===== src/lcf_pkg.sv =====
package lcf_pkg;
    localparam int CLK_HZ = 100_000_000;
    localparam int PWM_BITS = 12;
    localparam int PWM_HZ = 610;
    localparam int PWM_PRESC = CLK_HZ / (PWM_HZ * (2 ** PWM_BITS));
    localparam int SAMPLE_HZ = 100;
    localparam int SAMPLE_CYC = CLK_HZ / SAMPLE_HZ;
    localparam real REV_HOLD_S = 0.1;
    localparam int REV_HOLD_CYC = int'($ceil(REV_HOLD_S * CLK_HZ));
    localparam int RST_MIN_US = 10;
    localparam int RST_MIN_CYC = RST_MIN_US * (CLK_HZ / 1_000_000);
    localparam int ADDR_BITS = 7;
    localparam logic [4:0] ADDR_UPPER = 5'h15;
    localparam int ERR_BITS = 3;
    localparam int STEP_BITS = 8;
    localparam logic [STEP_BITS-1:0] HUE_RST = 8'h00;
    localparam logic [STEP_BITS-1:0] LUM_RST = 8'h80;
    localparam logic DIR_RST = 1'b1;
    localparam logic [2:0] PWM_RST = 3'h0;

    typedef enum logic [1:0] {LCF_BTN_IDLE, LCF_BTN_HOLD, LCF_BTN_DONE} lcf_btn_e;

    // Hue wraps round the slider, brightness saturates at both ends
    function automatic logic [STEP_BITS-1:0] lcf_step(input logic [STEP_BITS-1:0] cur, input logic up,
                                                       input logic wrap);
        logic [STEP_BITS-1:0] res;
        res = cur;
        if (up) begin
            if (cur != {STEP_BITS{1'b1}} || wrap) begin
                res = cur + 8'h01;
            end
        end else begin
            if (cur != {STEP_BITS{1'b0}} || wrap) begin
                res = cur - 8'h01;
            end
        end
        return res;
    endfunction : lcf_step
endpackage : lcf_pkg


===== src/lcf_pwm_if.sv =====
`timescale 1ns/100ps
interface lcf_pwm_if #(parameter int W = 12);
    logic [2:0][W-1:0] duty;
    logic run;
    logic polarity;
    logic en;
    logic [2:0] pwm;
    logic period_start;
    modport gen (input duty, input run, input polarity, input en, output pwm, output period_start);
    modport ctl (output duty, output run, output polarity, output en, input pwm, input period_start);
endinterface : lcf_pwm_if


===== src/lcf_pwm_gen.sv =====
`timescale 1ns/100ps
module lcf_pwm_gen #(
    parameter int PRESC = lcf_pkg::PWM_PRESC,
    parameter int W = lcf_pkg::PWM_BITS
) (
    input wire logic sys_clk_i,
    input wire logic reset_i,
    lcf_pwm_if.gen pif
);
    import lcf_pkg::*;

    localparam int PW = (PRESC > 1) ? $clog2(PRESC) : 1;

    typedef struct packed {
        logic [PW-1:0] presc;
        logic [W-1:0] cnt;
        logic [2:0][W-1:0] duty;
        logic [2:0] pwm;
        logic period_start;
    } lcf_gen_s;

    lcf_gen_s st_ff;
    lcf_gen_s nxt_st;

    always_comb begin
        nxt_st = st_ff;
        nxt_st.period_start = 1'b0;
        // A low enable stands for the gated core clock: everything but period_start holds
        if (pif.en) begin
            if (st_ff.presc == PW'(PRESC - 1)) begin // RULE_15
                nxt_st.presc = '0;
                nxt_st.cnt = st_ff.cnt + 1'b1; // RULE_22
                if (st_ff.cnt == {W{1'b1}}) begin
                    // New duty only at the period boundary, so no period is cut short
                    nxt_st.duty = pif.duty; // RULE_22
                    nxt_st.period_start = 1'b1;
                end
            end else begin
                nxt_st.presc = st_ff.presc + 1'b1;
            end
            for (int i = 0; i < 3; i++) begin
                // Idle level equals the polarity bit; asserted level is its inverse
                nxt_st.pwm[i] = pif.polarity ^ (pif.run && (nxt_st.cnt < nxt_st.duty[i])); // RULE_13 RULE_14 RULE_20
            end
        end
    end

    always_ff @(posedge sys_clk_i) begin
        if (reset_i) begin
            st_ff <= '{presc: '0, cnt: '0, duty: '0, pwm: PWM_RST, period_start: 1'b0}; // RULE_19
        end else begin
            st_ff <= nxt_st;
        end
    end

    assign pif.pwm = st_ff.pwm; // RULE_12
    assign pif.period_start = st_ff.period_start;

    property p_pwm_reset_low;
        @(posedge sys_clk_i) disable iff (reset_i) $past(reset_i) |-> st_ff.pwm == PWM_RST;
    endproperty
    a_pwm_reset_low: assert property (p_pwm_reset_low) else $error("PWM not low after reset"); // RULE_19

    property p_pwm_idle;
        @(posedge sys_clk_i) disable iff (reset_i)
            ($past(pif.en) && !$past(pif.run)) |-> st_ff.pwm == {3{$past(pif.polarity)}};
    endproperty
    a_pwm_idle: assert property (p_pwm_idle) else $error("PWM not at idle level while stopped"); // RULE_14

    property p_duty_at_boundary;
        @(posedge sys_clk_i) disable iff (reset_i) $changed(st_ff.duty) |-> st_ff.cnt == '0;
    endproperty
    a_duty_at_boundary: assert property (p_duty_at_boundary) else $error("Duty changed mid period"); // RULE_22

    property p_pwm_compare;
        @(posedge sys_clk_i) disable iff (reset_i)
            pif.run && pif.en && !pif.polarity ##1 1'b1 |-> st_ff.pwm[0] == (st_ff.cnt < st_ff.duty[0]);
    endproperty
    a_pwm_compare: assert property (p_pwm_compare) else $error("Red PWM does not follow compare"); // RULE_13

    property p_period_step;
        @(posedge sys_clk_i) disable iff (reset_i)
            $changed(st_ff.cnt) |-> $past(st_ff.presc) == PW'(PRESC - 1);
    endproperty
    a_period_step: assert property (p_period_step) else $error("Period counter stepped off prescale"); // RULE_15
endmodule : lcf_pwm_gen


===== src/lcf_ctrl_top.sv =====
`timescale 1ns/100ps
// Overview of operation
// [RULE_01] System reset forces every register to its reset value while held.
// [RULE_02] Outside logic holds system reset for at least 10 microseconds.
// [RULE_03] Low-power request powers analog down and freezes all core activity.
// [RULE_04] Clock select 0 picks internal oscillator, 1 picks the external clock.
// [RULE_05] Address straps give the two low address bits, high strap more significant.
// [RULE_06] Upper five slave address bits are fixed at 10101.
// [RULE_07] The serial logic controls when the data pin is driven.
// [RULE_08] Hue button alone steps colour one way along the slider.
// [RULE_09] Both buttons held 0.1 second reverse the stepping direction.
// [RULE_10] After a reversal the hue button steps the slider the other way.
// [RULE_11] Luminance button alone raises or lowers brightness by current direction.
// [RULE_12] Three PWM outputs for red, green and blue, 12-bit duty each.
// [RULE_13] Each PWM output is asserted for the LED on-time of each period.
// [RULE_14] Polarity bit selects the asserted level of all three PWM outputs.
// [RULE_15] PWM periods repeat at about 610 Hz.
// [RULE_16] Error flag goes high whenever any error condition is present.
// [RULE_17] Current error kind is readable as status; host reads it after the flag.
// [RULE_18] Reference-select bit switches converter reference to the external input.
// [RULE_19] After reset the PWM outputs idle low since polarity resets low.
// [RULE_20] PWM runs only after the host sets the run bit.
// [RULE_21] Sampling and duty update repeat at about 100 Hz in operation.
// [RULE_22] Free 12-bit counter compared with duty; duty updated at period boundaries.
module lcf_ctrl_top #(
    parameter int SAMPLE_CYC_P = lcf_pkg::SAMPLE_CYC,
    parameter int REV_HOLD_CYC_P = lcf_pkg::REV_HOLD_CYC,
    parameter int PWM_PRESC_P = lcf_pkg::PWM_PRESC
) (
    input wire logic sys_clk_i,
    input wire logic reset_i,
    input wire logic low_power_req_i,
    input wire logic clk_sel_i,
    input wire logic addr_strap_hi_i,
    input wire logic addr_strap_lo_i,
    input wire logic sda_i,
    input wire logic sda_drive_low_req_i,
    input wire logic hue_step_button_i,
    input wire logic luminance_step_button_i,
    input wire logic pwm_polarity_bit_i,
    input wire logic pwm_run_bit_i,
    input wire logic reference_source_bit_i,
    input wire logic [lcf_pkg::PWM_BITS-1:0] duty_red_i,
    input wire logic [lcf_pkg::PWM_BITS-1:0] duty_green_i,
    input wire logic [lcf_pkg::PWM_BITS-1:0] duty_blue_i,
    input wire logic [lcf_pkg::ERR_BITS-1:0] err_cond_i,
    output logic pwm_red_o,
    output logic pwm_green_o,
    output logic pwm_blue_o,
    output logic pwm_period_start_o,
    output logic err_flag_o,
    output logic [lcf_pkg::ERR_BITS-1:0] error_status_o,
    output logic [lcf_pkg::ADDR_BITS-1:0] slave_addr_o,
    output logic sda_o,
    output logic sda_oe_o,
    output logic sda_rx_o,
    output logic ext_ref_sel_o,
    output logic analog_pd_o,
    output logic external_clock_in_sel_o,
    output logic osc_en_o,
    output logic sample_tick_o,
    output logic step_dir_o,
    output logic [lcf_pkg::STEP_BITS-1:0] hue_pos_o,
    output logic [lcf_pkg::STEP_BITS-1:0] lum_level_o
);
    import lcf_pkg::*;

    typedef struct packed {
        lcf_btn_e btn;
        logic [31:0] hold_cnt;
        logic [31:0] tick_cnt;
        logic dir_up;
        logic [STEP_BITS-1:0] hue;
        logic [STEP_BITS-1:0] lum;
        logic sample_tick;
        logic err_flag;
        logic [ERR_BITS-1:0] err_status;
        logic [ADDR_BITS-1:0] addr;
        logic ext_ref;
        logic analog_pd;
        logic external_clock_in;
        logic osc_en;
        logic sda_oe;
        logic sda_rx;
        logic sda_dat;
    } lcf_top_s;

    lcf_top_s st_ff;
    lcf_top_s nxt_st;

    logic core_en;
    logic both_held;
    logic step_tick;

    lcf_pwm_if #(.W(PWM_BITS)) pwm_bus ();

    // Sleep is modelled as a clock enable: the core sees no edges while it is low
    assign core_en = !low_power_req_i; // RULE_03
    assign both_held = hue_step_button_i && luminance_step_button_i;
    assign step_tick = (st_ff.tick_cnt == 32'(SAMPLE_CYC_P - 1));

    assign pwm_bus.duty = {duty_blue_i, duty_green_i, duty_red_i};
    assign pwm_bus.run = pwm_run_bit_i; // RULE_20
    assign pwm_bus.polarity = pwm_polarity_bit_i; // RULE_14
    assign pwm_bus.en = core_en; // RULE_03

    lcf_pwm_gen #(.PRESC(PWM_PRESC_P), .W(PWM_BITS)) u_pwm (
        .sys_clk_i(sys_clk_i),
        .reset_i(reset_i),
        .pif(pwm_bus)
    );

    always_comb begin
        nxt_st = st_ff;
        nxt_st.sample_tick = 1'b0;
        nxt_st.analog_pd = low_power_req_i; // RULE_03
        nxt_st.external_clock_in = clk_sel_i; // RULE_04
        // Oscillator runs only when selected and not asleep
        nxt_st.osc_en = !clk_sel_i && !low_power_req_i; // RULE_04 RULE_03
        // Data pin is open drain: only ever pulled low, and let go while asleep so the bus is not held
        nxt_st.sda_oe = core_en && sda_drive_low_req_i; // RULE_07
        if (core_en) begin
            nxt_st.tick_cnt = step_tick ? 32'h0 : st_ff.tick_cnt + 32'h1;
            nxt_st.sample_tick = step_tick && pwm_run_bit_i; // RULE_21 RULE_20
            nxt_st.err_flag = |err_cond_i; // RULE_16
            nxt_st.err_status = err_cond_i; // RULE_17
            nxt_st.ext_ref = reference_source_bit_i; // RULE_18
            nxt_st.sda_rx = sda_i;
            unique case (st_ff.btn)
                LCF_BTN_IDLE: begin
                    if (both_held) begin
                        nxt_st.btn = LCF_BTN_HOLD;
                        nxt_st.hold_cnt = 32'h1;
                    end else if (step_tick && hue_step_button_i) begin
                        nxt_st.hue = lcf_step(st_ff.hue, st_ff.dir_up, 1'b1); // RULE_08 RULE_10
                    end else if (step_tick && luminance_step_button_i) begin
                        nxt_st.lum = lcf_step(st_ff.lum, st_ff.dir_up, 1'b0); // RULE_11
                    end
                end
                LCF_BTN_HOLD: begin
                    if (!both_held) begin
                        // A short overlap is dropped without stepping or reversing
                        nxt_st.btn = LCF_BTN_IDLE;
                        nxt_st.hold_cnt = 32'h0;
                    end else if (st_ff.hold_cnt == 32'(REV_HOLD_CYC_P - 1)) begin
                        nxt_st.dir_up = !st_ff.dir_up; // RULE_09 RULE_10 RULE_11
                        nxt_st.btn = LCF_BTN_DONE;
                    end else begin
                        nxt_st.hold_cnt = st_ff.hold_cnt + 32'h1;
                    end
                end
                LCF_BTN_DONE: begin
                    // One reversal per hold; both buttons must come free before stepping again
                    if (!hue_step_button_i && !luminance_step_button_i) begin
                        nxt_st.btn = LCF_BTN_IDLE;
                        nxt_st.hold_cnt = 32'h0;
                    end
                end
            endcase
        end
    end

    always_ff @(posedge sys_clk_i) begin
        if (reset_i) begin
            // Straps are caught while reset is held, so a strap moved later cannot renumber the part
            st_ff <= '{btn: LCF_BTN_IDLE, hold_cnt: 32'h0, tick_cnt: 32'h0, dir_up: DIR_RST,
                       hue: HUE_RST, lum: LUM_RST, sample_tick: 1'b0, err_flag: 1'b0,
                       err_status: '0, addr: {ADDR_UPPER, addr_strap_hi_i, addr_strap_lo_i}, ext_ref: 1'b0,
                       analog_pd: 1'b0, external_clock_in: 1'b0, osc_en: 1'b0, sda_oe: 1'b0, sda_rx: 1'b1,
                       sda_dat: 1'b0}; // RULE_01 RULE_05 RULE_06
        end else begin
            st_ff <= nxt_st;
        end
    end

    assign pwm_red_o = pwm_bus.pwm[0]; // RULE_12
    assign pwm_green_o = pwm_bus.pwm[1];
    assign pwm_blue_o = pwm_bus.pwm[2];
    assign pwm_period_start_o = pwm_bus.period_start;
    assign slave_addr_o = st_ff.addr; // RULE_05 RULE_06
    // Open drain: the pin level is always low, only its enable moves
    assign sda_o = st_ff.sda_dat;
    assign err_flag_o = st_ff.err_flag;
    assign error_status_o = st_ff.err_status;
    assign sda_oe_o = st_ff.sda_oe;
    assign sda_rx_o = st_ff.sda_rx;
    assign ext_ref_sel_o = st_ff.ext_ref;
    assign analog_pd_o = st_ff.analog_pd;
    assign external_clock_in_sel_o = st_ff.external_clock_in;
    assign osc_en_o = st_ff.osc_en;
    assign sample_tick_o = st_ff.sample_tick;
    assign step_dir_o = st_ff.dir_up;
    assign hue_pos_o = st_ff.hue;
    assign lum_level_o = st_ff.lum;

    property p_reset_values;
        @(posedge sys_clk_i) disable iff (reset_i)
            $past(reset_i) |-> (st_ff.hue == HUE_RST && st_ff.lum == LUM_RST && st_ff.dir_up == DIR_RST
                                && !err_flag_o && st_ff.btn == LCF_BTN_IDLE);
    endproperty
    a_reset_values: assert property (p_reset_values) else $error("State not at reset value"); // RULE_01

    property p_sleep_freeze;
        @(posedge sys_clk_i) disable iff (reset_i)
            $past(low_power_req_i) && !$past(reset_i) |->
                $stable(st_ff.hue) && $stable(st_ff.lum) && $stable(st_ff.tick_cnt) && analog_pd_o;
    endproperty
    a_sleep_freeze: assert property (p_sleep_freeze) else $error("Core moved during sleep"); // RULE_03

    property p_clk_sel;
        @(posedge sys_clk_i) disable iff (reset_i)
            !$past(reset_i) |-> external_clock_in_sel_o == $past(clk_sel_i) && (osc_en_o -> !external_clock_in_sel_o);
    endproperty
    a_clk_sel: assert property (p_clk_sel) else $error("Clock source select wrong"); // RULE_04

    property p_addr;
        @(posedge sys_clk_i) disable iff (reset_i)
            $past(reset_i) |-> slave_addr_o == {ADDR_UPPER, $past(addr_strap_hi_i), $past(addr_strap_lo_i)};
    endproperty
    a_addr: assert property (p_addr) else $error("Slave address not formed from straps"); // RULE_05 RULE_06

    property p_sda_dir;
        @(posedge sys_clk_i) disable iff (reset_i)
            sda_oe_o |-> $past(sda_drive_low_req_i) && $past(core_en) && !sda_o;
    endproperty
    a_sda_dir: assert property (p_sda_dir) else $error("Data pin driven without request"); // RULE_07

    property p_hue_step;
        @(posedge sys_clk_i) disable iff (reset_i)
            (core_en && step_tick && st_ff.btn == LCF_BTN_IDLE && hue_step_button_i && !luminance_step_button_i)
                |=> st_ff.hue == lcf_step($past(st_ff.hue), $past(st_ff.dir_up), 1'b1);
    endproperty
    a_hue_step: assert property (p_hue_step) else $error("Hue did not step in current direction"); // RULE_08 RULE_10

    property p_lum_step;
        @(posedge sys_clk_i) disable iff (reset_i)
            (core_en && step_tick && st_ff.btn == LCF_BTN_IDLE && luminance_step_button_i && !hue_step_button_i)
                |=> st_ff.lum == lcf_step($past(st_ff.lum), $past(st_ff.dir_up), 1'b0) && $stable(st_ff.hue);
    endproperty
    a_lum_step: assert property (p_lum_step) else $error("Brightness did not step"); // RULE_11

    property p_reverse;
        @(posedge sys_clk_i) disable iff (reset_i)
            $changed(st_ff.dir_up) |-> $past(st_ff.hold_cnt) == 32'(REV_HOLD_CYC_P - 1) && $past(both_held);
    endproperty
    a_reverse: assert property (p_reverse) else $error("Direction flipped without full hold"); // RULE_09

    property p_err;
        @(posedge sys_clk_i) disable iff (reset_i)
            $past(core_en) && !$past(reset_i) |-> err_flag_o == (|$past(err_cond_i)) &&
                error_status_o == $past(err_cond_i);
    endproperty
    a_err: assert property (p_err) else $error("Error flag or status wrong"); // RULE_16 RULE_17

    property p_ref;
        @(posedge sys_clk_i) disable iff (reset_i)
            $past(core_en) && !$past(reset_i) |-> ext_ref_sel_o == $past(reference_source_bit_i);
    endproperty
    a_ref: assert property (p_ref) else $error("Reference select not followed"); // RULE_18

    property p_sample;
        @(posedge sys_clk_i) disable iff (reset_i)
            sample_tick_o |-> $past(pwm_run_bit_i) && $past(st_ff.tick_cnt) == 32'(SAMPLE_CYC_P - 1);
    endproperty
    a_sample: assert property (p_sample) else $error("Sample tick off schedule"); // RULE_21

    property p_sleep_outputs;
        @(posedge sys_clk_i) disable iff (reset_i)
            $past(low_power_req_i) && !$past(reset_i) |-> !osc_en_o && !sda_oe_o;
    endproperty
    a_sleep_outputs: assert property (p_sleep_outputs) else $error("Clock or data pin active in sleep"); // RULE_03

    property p_addr_kept;
        @(posedge sys_clk_i) disable iff (reset_i)
            !$past(reset_i) |-> $stable(slave_addr_o);
    endproperty
    a_addr_kept: assert property (p_addr_kept) else $error("Slave address moved after reset"); // RULE_05

    // A counter past its terminal count would not tick again until its 32 bits wrapped round
    property p_tick_bound;
        @(posedge sys_clk_i) disable iff (reset_i)
            st_ff.tick_cnt < 32'(SAMPLE_CYC_P);
    endproperty
    a_tick_bound: assert property (p_tick_bound) else $error("Sample counter overran"); // RULE_21

    property p_no_step_busy;
        @(posedge sys_clk_i) disable iff (reset_i)
            st_ff.btn != LCF_BTN_IDLE |=> $stable(st_ff.hue) && $stable(st_ff.lum);
    endproperty
    a_no_step_busy: assert property (p_no_step_busy) else $error("Step while both buttons held"); // RULE_09

    property p_one_flip;
        @(posedge sys_clk_i) disable iff (reset_i)
            st_ff.btn == LCF_BTN_DONE && $past(st_ff.btn) == LCF_BTN_DONE |-> $stable(st_ff.dir_up);
    endproperty
    a_one_flip: assert property (p_one_flip) else $error("Direction flipped twice in one hold"); // RULE_09

    property p_short_hold;
        @(posedge sys_clk_i) disable iff (reset_i)
            core_en && st_ff.btn == LCF_BTN_HOLD && !both_held |=> st_ff.btn == LCF_BTN_IDLE && $stable(st_ff.dir_up);
    endproperty
    a_short_hold: assert property (p_short_hold) else $error("Short hold not dropped"); // RULE_09
endmodule : lcf_ctrl_top


===== config.mk =====
export PLATFORM = sky130hd
export DESIGN_NAME = lcf_ctrl_top
export DESIGN_NICKNAME = d
export VERILOG_FILES = /design/src/lcf_pkg.sv /design/src/lcf_pwm_if.sv /design/src/lcf_pwm_gen.sv /design/src/lcf_ctrl_top.sv
export SDC_FILE = /design/constraint.sdc
export NUM_CORES = 1
export LEC_CHECK = 0
export BUFFER_PORTS_ARGS = -buffer_cell sky130_fd_sc_hd__buf_2
export CAP_MARGIN = 30
export CORE_UTILIZATION = 55
export CTS_BUF_LIST = sky130_fd_sc_hd__clkbuf_16
export DETAILED_ROUTE_END_ITERATION = 8
export PLACE_DENSITY = 0.75
export SYNTH_ARGS = -nofsm -noshare
export SYNTH_HDL_FRONTEND = slang
export SYNTH_SLANG_ARGS = --single-unit

===== constraint.sdc =====
create_clock -name sys_clk_i -period 3.9 [get_ports sys_clk_i]
set_input_delay 0.585 -clock sys_clk_i [delete_from_list [all_inputs] [get_ports sys_clk_i]]
set_output_delay 0.585 -clock sys_clk_i [all_outputs]
set_load 0.05 [all_outputs]

# Yosys cells after proc, flatten, opt, wreduce, memory -nomap -nowiden
# Cells that the tools add are included.
# word_totals
ff_bits,154
output_inout_bits,40
# classes
add_sub_neg,8
n_lt_le_gt_ge,3
n_eq_ne,12
mux,16
bitwise_logic,7
reduce_logical,26
# ops
cell,count
$mux 34,3
$pmux 34 s3,1
$mux 48,2
$add 32x1->32 const B,2
$mux 32,2
$lt 12x12->1,3
$mux 36,1
$eq 32x20->1 const B,1
$eq 32x24->1 const B,1
$mux 8,4
$add 8x1->8 const B,2
$reduce_and 4->1,4
$sub 8x1->8 const B,2
$add 12x1->12 const B,1
$eq 12x12->1 const B,1
$logic_and 1x1->1,10
$ne 8x8->1 const B,1
$reduce_bool 8->1,1
$reduce_and 7->1,1
$add 6x1->6 const B,1
$eq 6x6->1 const B,1
$mux 6,1
$ne 3x3->1 const B,2
$reduce_or 3->1,2
12 further kinds,22

# Longest topological paths before layout
# Gate-level depths: netlist of run 1.
# logic_depth
ltp_word,7
depth_mapped,13
ltp_nobuf,12

# Cells and area by module
# A second synthesis of run 1 with hierarchy kept.
# hier_totals
hier_cells,1099
area_unflattened_um2,9392.8
# by_module_without_submodules
module,instances,cells_each,area_per_inst_um2,seq_area_each_um2
lcf_ctrl_top,1,643,5412.7,1941.9
lcf_pwm_gen,1,456,3980.1,1161.1

# Least setup slack after synthesis of run 1
# Ideal clock, no wire load.
# synth_path
kind,register -> register
startpoint,register u_pwm.st_ff[52] (netlist name)
endpoint,"register u_pwm.st_ff, in the netlist u_pwm.pif.pwm[1]"
setup_time_ns,0.127
arrival_time_ns,3.093
path_slack_ns,0.680
path_stages_with_launch,14
period_less_slack_ns,3.220
path_cell_list,dfxtp_1 -> ha_1 -> nand4b_4 -> nor4_4 -> nand2_2 -> buf_1 -> mux2i_1 -> ha_1 -> nand2_1 -> o21ai_0 -> nand2b_1 -> o2111ai_1 -> o211a_1 -> or3_1
# synth_between
elab_chain_len,6
# synth_rtl
element,line_no,source
from (decl),lcf_pwm_gen.sv:22,lcf_gen_s st_ff;
from (signal assigned),lcf_pwm_gen.sv:50,"st_ff <= '{presc: '0, cnt: '0, duty: '0, pwm: PWM_RST, period_start: 1'b0};"
from (signal assigned),lcf_pwm_gen.sv:52,st_ff <= nxt_st;
$eq 6x6->1,lcf_pwm_gen.sv:30,if (st_ff.presc == PW'(PRESC - 1)) begin
$mux 48,lcf_pwm_gen.sv:30,
$mux 48,lcf_pwm_gen.sv:29,if (pif.en) begin
$lt 12x12->1,lcf_pwm_gen.sv:43,nxt_st.pwm[i] = pif.polarity ^ (pif.run && (nxt_st.cnt < nxt_st.duty[i]));
$logic_and 1x1->1,lcf_pwm_gen.sv:43,
$xor 1x1->1,lcf_pwm_gen.sv:43,
# Every way passes these cells. The select of a mux whose other input is x is not followed.
# A chain may end at the register's enable or synchronous reset.

# Worst setup path after layout of run 1
# Same ends and word-level chain as after synthesis.

==> results.cfg, run 1 <==
[clocking]
cts_num_sinks = 154
hold_buffers = 0
cts.repair.resized = 0
cts_buffers = 17
post_cts_buffers = 0
worst_skew_pair.late_latency_ps = 430
cts_buffer_depth = 2
cts_root_buffer = clkbuf_16
clk_pin_slew_ps = 70
cts_tree = yes
cts_max_level = 4

[synthesis]
synth_seq_cells = 154
synth_edf_count = 2
syn_inst = 1039
ys_seq_area_frac = 0.354
syn_area_um2 = 8770
ys_async_sr_fraction = 0
yosysUniqueCellTypes = 74
yosysTopAreaCell = dfxtp_1
avgSynthCellArea_um2 = 8.45
synth_top_area_frac = 0.347
yosysWarnings = 0
synthTopCellsByArea = dfxtp_1 (35%), ha_1 (7.4%), mux2i_1 (5.5%), nand2_1 (5.4%), nor2_1 (5.2%)
synth-main-ff-cell = dfxtp_1

[floorplanning]
die_w_um = 128
dieArea_um2 = 16500
initial_core_util = 0.571
rows = 45
ios = 92
die_h_um = 128
core_um2 = 15400

[sta]
setup_viol = 0
maxSlewViolCount = 0
fin_crit_sh = 0.898
clock_skew_ps = 9.86
fmax_ghz = 0.285
rsz0062_at_grt = false
max_slew_margin = 0.318
period_needed_ps = 3500
hold_viol = 0
tns_ps = 0
tightest_slew_ps = 1020

[power_and_ir_drop]
peakVddDrop_mv = 0.327
sw_frac_of_total = 0.262
power_frac_seq = 0.464
leakagePower_nw = 4.05
pwr_density_cell_nw_per_um2 = 355
pwr-share-comb = 0.066
p_clk_frac = 0.471
switching_power_w = 0.000910
intPower_w = 0.00256

[finish]
diodes = 0
post-route-util = 0.636
drive_above_1_share = 0.143
fin_nets = 1196
syn_to_final_growth_pct = 11.5

[global_routing]
groute.usage.overall = 0.253
grt_pass1_wl_mm = 33.2
grt_max_degree = 53
first_global_vias = 6884
grt.overflow.total = 0
antenna_found_initial = 0

[routing]
drcViolationCount = 0
vias = 7461
drtIter0Drc = 427
first_pass_iters = 6
avgRoutedWirePerCell_um = 15.3
routed_wl_mm = 20.1
ant_nets = 0
viasPerCell = 5.68

[worst_setup_path]
slowest_stage = nor4_4
cp_common_cell = ha_1
cpLargestDelayFamily = simple AND/OR/NAND/NOR gates
critPathLaunchType = flip-flop
max_stage_delay_ps = 470
cp-end-kind = flip-flop
cp_max_fo = 35
critPathKind = reg2reg
cp.required_ps = 4220
cp.arrival_ps = 3820
crit_chain = ha_1 > nand4b_4 > nor4_4 > nand2_2 > buf_4 > mux2i_1 > ha_1 > nand2_1 > o21ai_0 > nand2b_1 > o2111ai_1 > o211a_1 > or3_1
cp.buffers_inverters = 1

[job]
maxCapViolCount = 0

[placement]
dp_hpwl_mm = 14.1
port_buffers = 85
routabilityCongestion = 0.859

[worst_hold_path]
min_path_type = in2reg

[run_status]
status = completed
==> final timing paths <==
check / from / endpoint / slack, ps / depth (start not counted)
max: u_pwm.st_ff[52] / u_pwm.pif.pwm[1] / 400 / 13
min: clk_sel_i / osc_en_o / 320 / 2
max reg2reg: u_pwm.st_ff[52] / u_pwm.pif.pwm[1] / 400 / 13
min reg2reg: u_pwm.st_ff[17] / u_pwm.st_ff[17] / 460 / 2
==> routing by layer <==
layer  vias up  wire (um)  GRT usage
met5         -          0          0
met4         0        345     0.0734
met3        31        987     0.0559
met2       188       9240      0.408
met1      3493       9500      0.340
li1       3749          -          -
==> layout by cell type, fill, tap and decap left out, types with 10 or more instances in the layout <==
cell,count
and3_1,10
and4_1,12
buf_2,84
dfxtp_1,152
or3_1,13
buf_4,12
nand3_1,37
nor4_1,14
nor3_1,33
nand4_1,27
inv_1,20
a21oi_1,72
clkbuf_16,17
xor2_1,32
xnor2_1,51
nand2_1,126
mux2i_1,48
ha_1,52
o21ai_0,18
nor2_1,122
==> cells by family after synthesis <==
kind of cell               Yosys count  share of synthesized area
buffers and inverters               89                     0.0512
xor gates and xnor gates            84                     0.0847
other                                2                   0.000856
adders and majority gates           54                     0.0787
DFF                                154                      0.354
and+or+nand+nor                    457                      0.267
muxes                               49                     0.0560
AOI/OAI and AO/OA                  150                      0.108
==> power by group through the flow <==
| stage | clock (W) | combinational (W) | sequential [W] |
|---|---|---|---|
| after floorplan | 0 | 0.000141 | 0.00167 |
| after global placement | 0 | 0.000223 | 0.00165 |
| after detailed placement | 0 | 0.000227 | 0.00165 |
| after CTS | 0.00167 | 0.000228 | 0.00161 |
| after global routing | 0.00173 | 0.000244 | 0.00161 |
| final | 0.00164 | 0.000228 | 0.00161 |
==> worst register-to-register path: cells and delay by family (launching register included) <==
kind                     cells  cell delay (ps)
buffers and inverters        1              310
multiplexers                 1              210
adder cells (fa/ha/maj)      2              560
AND/OR/NAND/NOR              6             1300
flip-flops                   1              370
AO/OA/AOI/OAI                3              640
==> metrics by stage <==
| step | instances | hold slack, ps | cell area (um2) | power [W] | setup WS [ps] |
|---|---|---|---|---|---|
| final | 1314 | 317 | 9780 | 0.00347 | 397 |
| after global routing | 1314 | 312 | 9780 | 0.00358 | 119 |
| after CTS | 1314 | 305 | 9780 | 0.00350 | 468 |
| after detailed placement | 1282 | 447 | 9200 | 0.00187 | 499 |
| after global placement | 1281 | 442 | 9190 | 0.00187 | 586 |
| after floorplan | 1043 | 435 | 8790 | 0.00181 | 680 |
==> area by class of cell <==
cell class                      instances  area (um2)
Clock buffer                           17         425
Inverter                               21        78.8
Sequential cell                       154        3100
Fill cell                            1315        5590
Tap cell                              211         264
Timing Repair Buffer                   96         510
Clock inverter                         15         156
Multi-Input combinational cell        800        5240
==> sequential cells by signal (all words and copies together) (netlist names), 2 cells and up <==
signal	cells
hue_pos_o	8
u_pwm.pif.pwm	3
slave_addr_o	2
u_pwm.st_ff	54
lum_level_o	8
st_ff	66
error_status_o	3
==> synthesized netlist by cell type (10+ instances only) <==
master / instances
ha_1: 52
xor2_1: 32
dfxtp_1: 152
nand2_1: 126
nor4_1: 15
nor3_1: 33
a21oi_1: 72
o21ai_0: 18
xnor2_1: 51
inv_1: 20
or3_1: 13
buf_4: 28
nand4_1: 27
and3_1: 10
and4_1: 12
mux2i_1: 48
nand3_1: 37
nor2_1: 122
clkbuf_1: 26
No activity file was read; power rests on OpenSTA's default activity.
==> run 2, diff against run 1 <==
- CELL_PAD_IN_SITES_DETAIL_PLACEMENT: default -> 0
- CELL_PAD_IN_SITES_GLOBAL_PLACEMENT: default -> 2
- CORE_UTILIZATION: 55 -> 36
- PLACE_DENSITY: 0.75 -> default
- PLACE_DENSITY_LB_ADDON: default -> 0.1
==> run 2 against run 1 <==
Global-route usage shrank 6.5 points; clock skew grew 0.60 ps; sequential share of layout area shrank 0.52 points; final area grew 1.7%; maximum frequency grew 1.4%; total power grew 0.45%; critical path depth shrank 1; clock power is essentially flat; hold slack gained 15 ps; die area grew 52%; via count shrank 3.5%; critical path type unchanged.
==> results.cfg, run 2 (synthesis gave the netlist of run 1 again) <==
[run_status]
status = completed

[worst_setup_path]
crit_chain = ha_1 > nand4b_4 > or3_1 > nor2_1 > xor2_1 > ha_1 > a21oi_1 > o21ai_0 > o21ai_0 > and4b_1 > o22ai_1 > or3_1
critPathLaunchType = flip-flop
cp-end-kind = flip-flop
cp_max_fo = 8
cp.required_ps = 4200
slowest_stage = or3_1
max_stage_delay_ps = 470
critPathKind = reg2reg
cp.arrival_ps = 3750

[global_routing]
antenna_found_initial = 0
grt.overflow.total = 0
grt_pass1_wl_mm = 36.6
groute.usage.overall = 0.188
grt_max_degree = 43
first_global_vias = 7056

[clocking]
cts_root_buffer = clkbuf_16
clk_pin_slew_ps = 60
cts_buffers = 17
cts_num_sinks = 154
cts_max_level = 4
hold_buffers = 0
cts.repair.resized = 0
cts_tree = yes
worst_skew_pair.late_latency_ps = 420
post_cts_buffers = 0
cts_buffer_depth = 2

[sta]
holdWs_ps = 332
period_needed_ps = 3450
tightest_slew_ps = 824
fmax_ghz = 0.290
tns_ps = 0
maxSlewViolCount = 0
rsz0062_at_grt = false
max_slew_margin = 0.450
setup_viol = 0
clock_skew_ps = 10.5
hold_viol = 0
fin_crit_sh = 0.886

[worst_hold_path]
min_path_type = in2reg

[finish]
largest-register = st_ff
fin_nets = 1199
layout_common_cells = dfxtp_1 (152), nand2_1 (126), nor2_1 (122)
final_area_um2 = 9940
diodes = 0
syn_to_final_growth_pct = 13.3
reg_top3 = st_ff: 66 flops, u_pwm.st_ff: 54 flops
drive_above_1_share = 0.143
largest_reg_flops = 66
mostFrequentLayoutCell = dfxtp_1

[floorplanning]
initial_core_util = 0.371
core_um2 = 23700
rows = 56
die_w_um = 158
die_h_um = 158
dieArea_um2 = 25000
ios = 92

[placement]
dp_hpwl_mm = 16.0
port_buffers = 85
dpl-instance-area_um2 = 9370
routabilityCongestion = 0.772

[power_and_ir_drop]
peakVddDrop_mv = 0.239
switching_power_w = 0.000857
leakagePower_nw = 4.07
total_power_w = 0.00349
power_frac_seq = 0.462
pwr-share-comb = 0.067
pwr_density_cell_nw_per_um2 = 351
sw_frac_of_total = 0.245
intPower_w = 0.00263
p_clk_frac = 0.471

[routing]
first_pass_iters = 4
vias = 7203
viasPerCell = 5.06
drcViolationCount = 0
ant_nets = 0
drtIter0Drc = 340
routed_wl_mm = 22.4
avgRoutedWirePerCell_um = 15.7

[job]
maxCapViolCount = 0
==> run 2: cell count changes in the layout (fill, tap and decap cells not counted), sizes merged <==
cell,before,now
buf,96,99
clkbuf,17,18
clkinv,4,6
clkinvlp,2,3
inv,29,23
bufinv,1,2
==> run 2: worst paths after layout <==
path                                 startpoint          endpoint  slack, ps  cells after the start
worst min register to register  u_pwm.st_ff[27]   u_pwm.st_ff[27]        450                      2
worst min-delay path                  clk_sel_i          osc_en_o        330                      2
worst max register to register  u_pwm.st_ff[52]  u_pwm.pif.pwm[1]        450                     12
worst max-delay path            u_pwm.st_ff[52]  u_pwm.pif.pwm[1]        450                     12
==> run 2: power by group through the flow <==
stage               combinational, W  sequential (W)  clock, W
finish                      0.000233         0.00161   0.00165
detailed placement          0.000236         0.00165         0
floorplan                   0.000141         0.00167         0
global placement            0.000238         0.00165         0
global route                0.000255         0.00161   0.00178
CTS                         0.000236         0.00161   0.00170
==> run 2: metrics by stage <==
step | instances | utilization | worst slack [ps]
after floorplan | 1043 | - | 680
after global placement | 1393 | 0.395 | 542
after detailed placement | 1393 | 0.395 | 447
after CTS | 1424 | 0.420 | 429
after global routing | 1424 | 0.420 | 90.0
final | 1424 | 0.420 | 447
==> run 2: area by class of cell <==
| type | count | area, um2 |
|---|---|---|
| Tap cell | 319 | 399 |
| Fill cell | 2452 | 13700 |
| Inverter | 21 | 78.8 |
| Clock inverter | 13 | 128 |
| Clock buffer | 18 | 450 |
| Timing Repair Buffer | 99 | 533 |
| Multi-Input combinational cell | 800 | 5250 |
| Sequential cell | 154 | 3100 |
==> run 2: worst max-delay path, delay by kind of cell, from the launching register on <==
family          cells  cell delay [ps]
simple gates        5             1400
fa+ha+maj           2              570
compound gates      4              520
xor+xnor            1              470
flops               1              370
==> run 2: metal layers <==
metal  up-vias  share of wire  track usage
met4         0         0.0037       0.0398
met5         -              0            0
met2        85           0.48        0.326
met3         6          0.021       0.0345
met1      3370           0.50        0.242
li1       3742              -            -
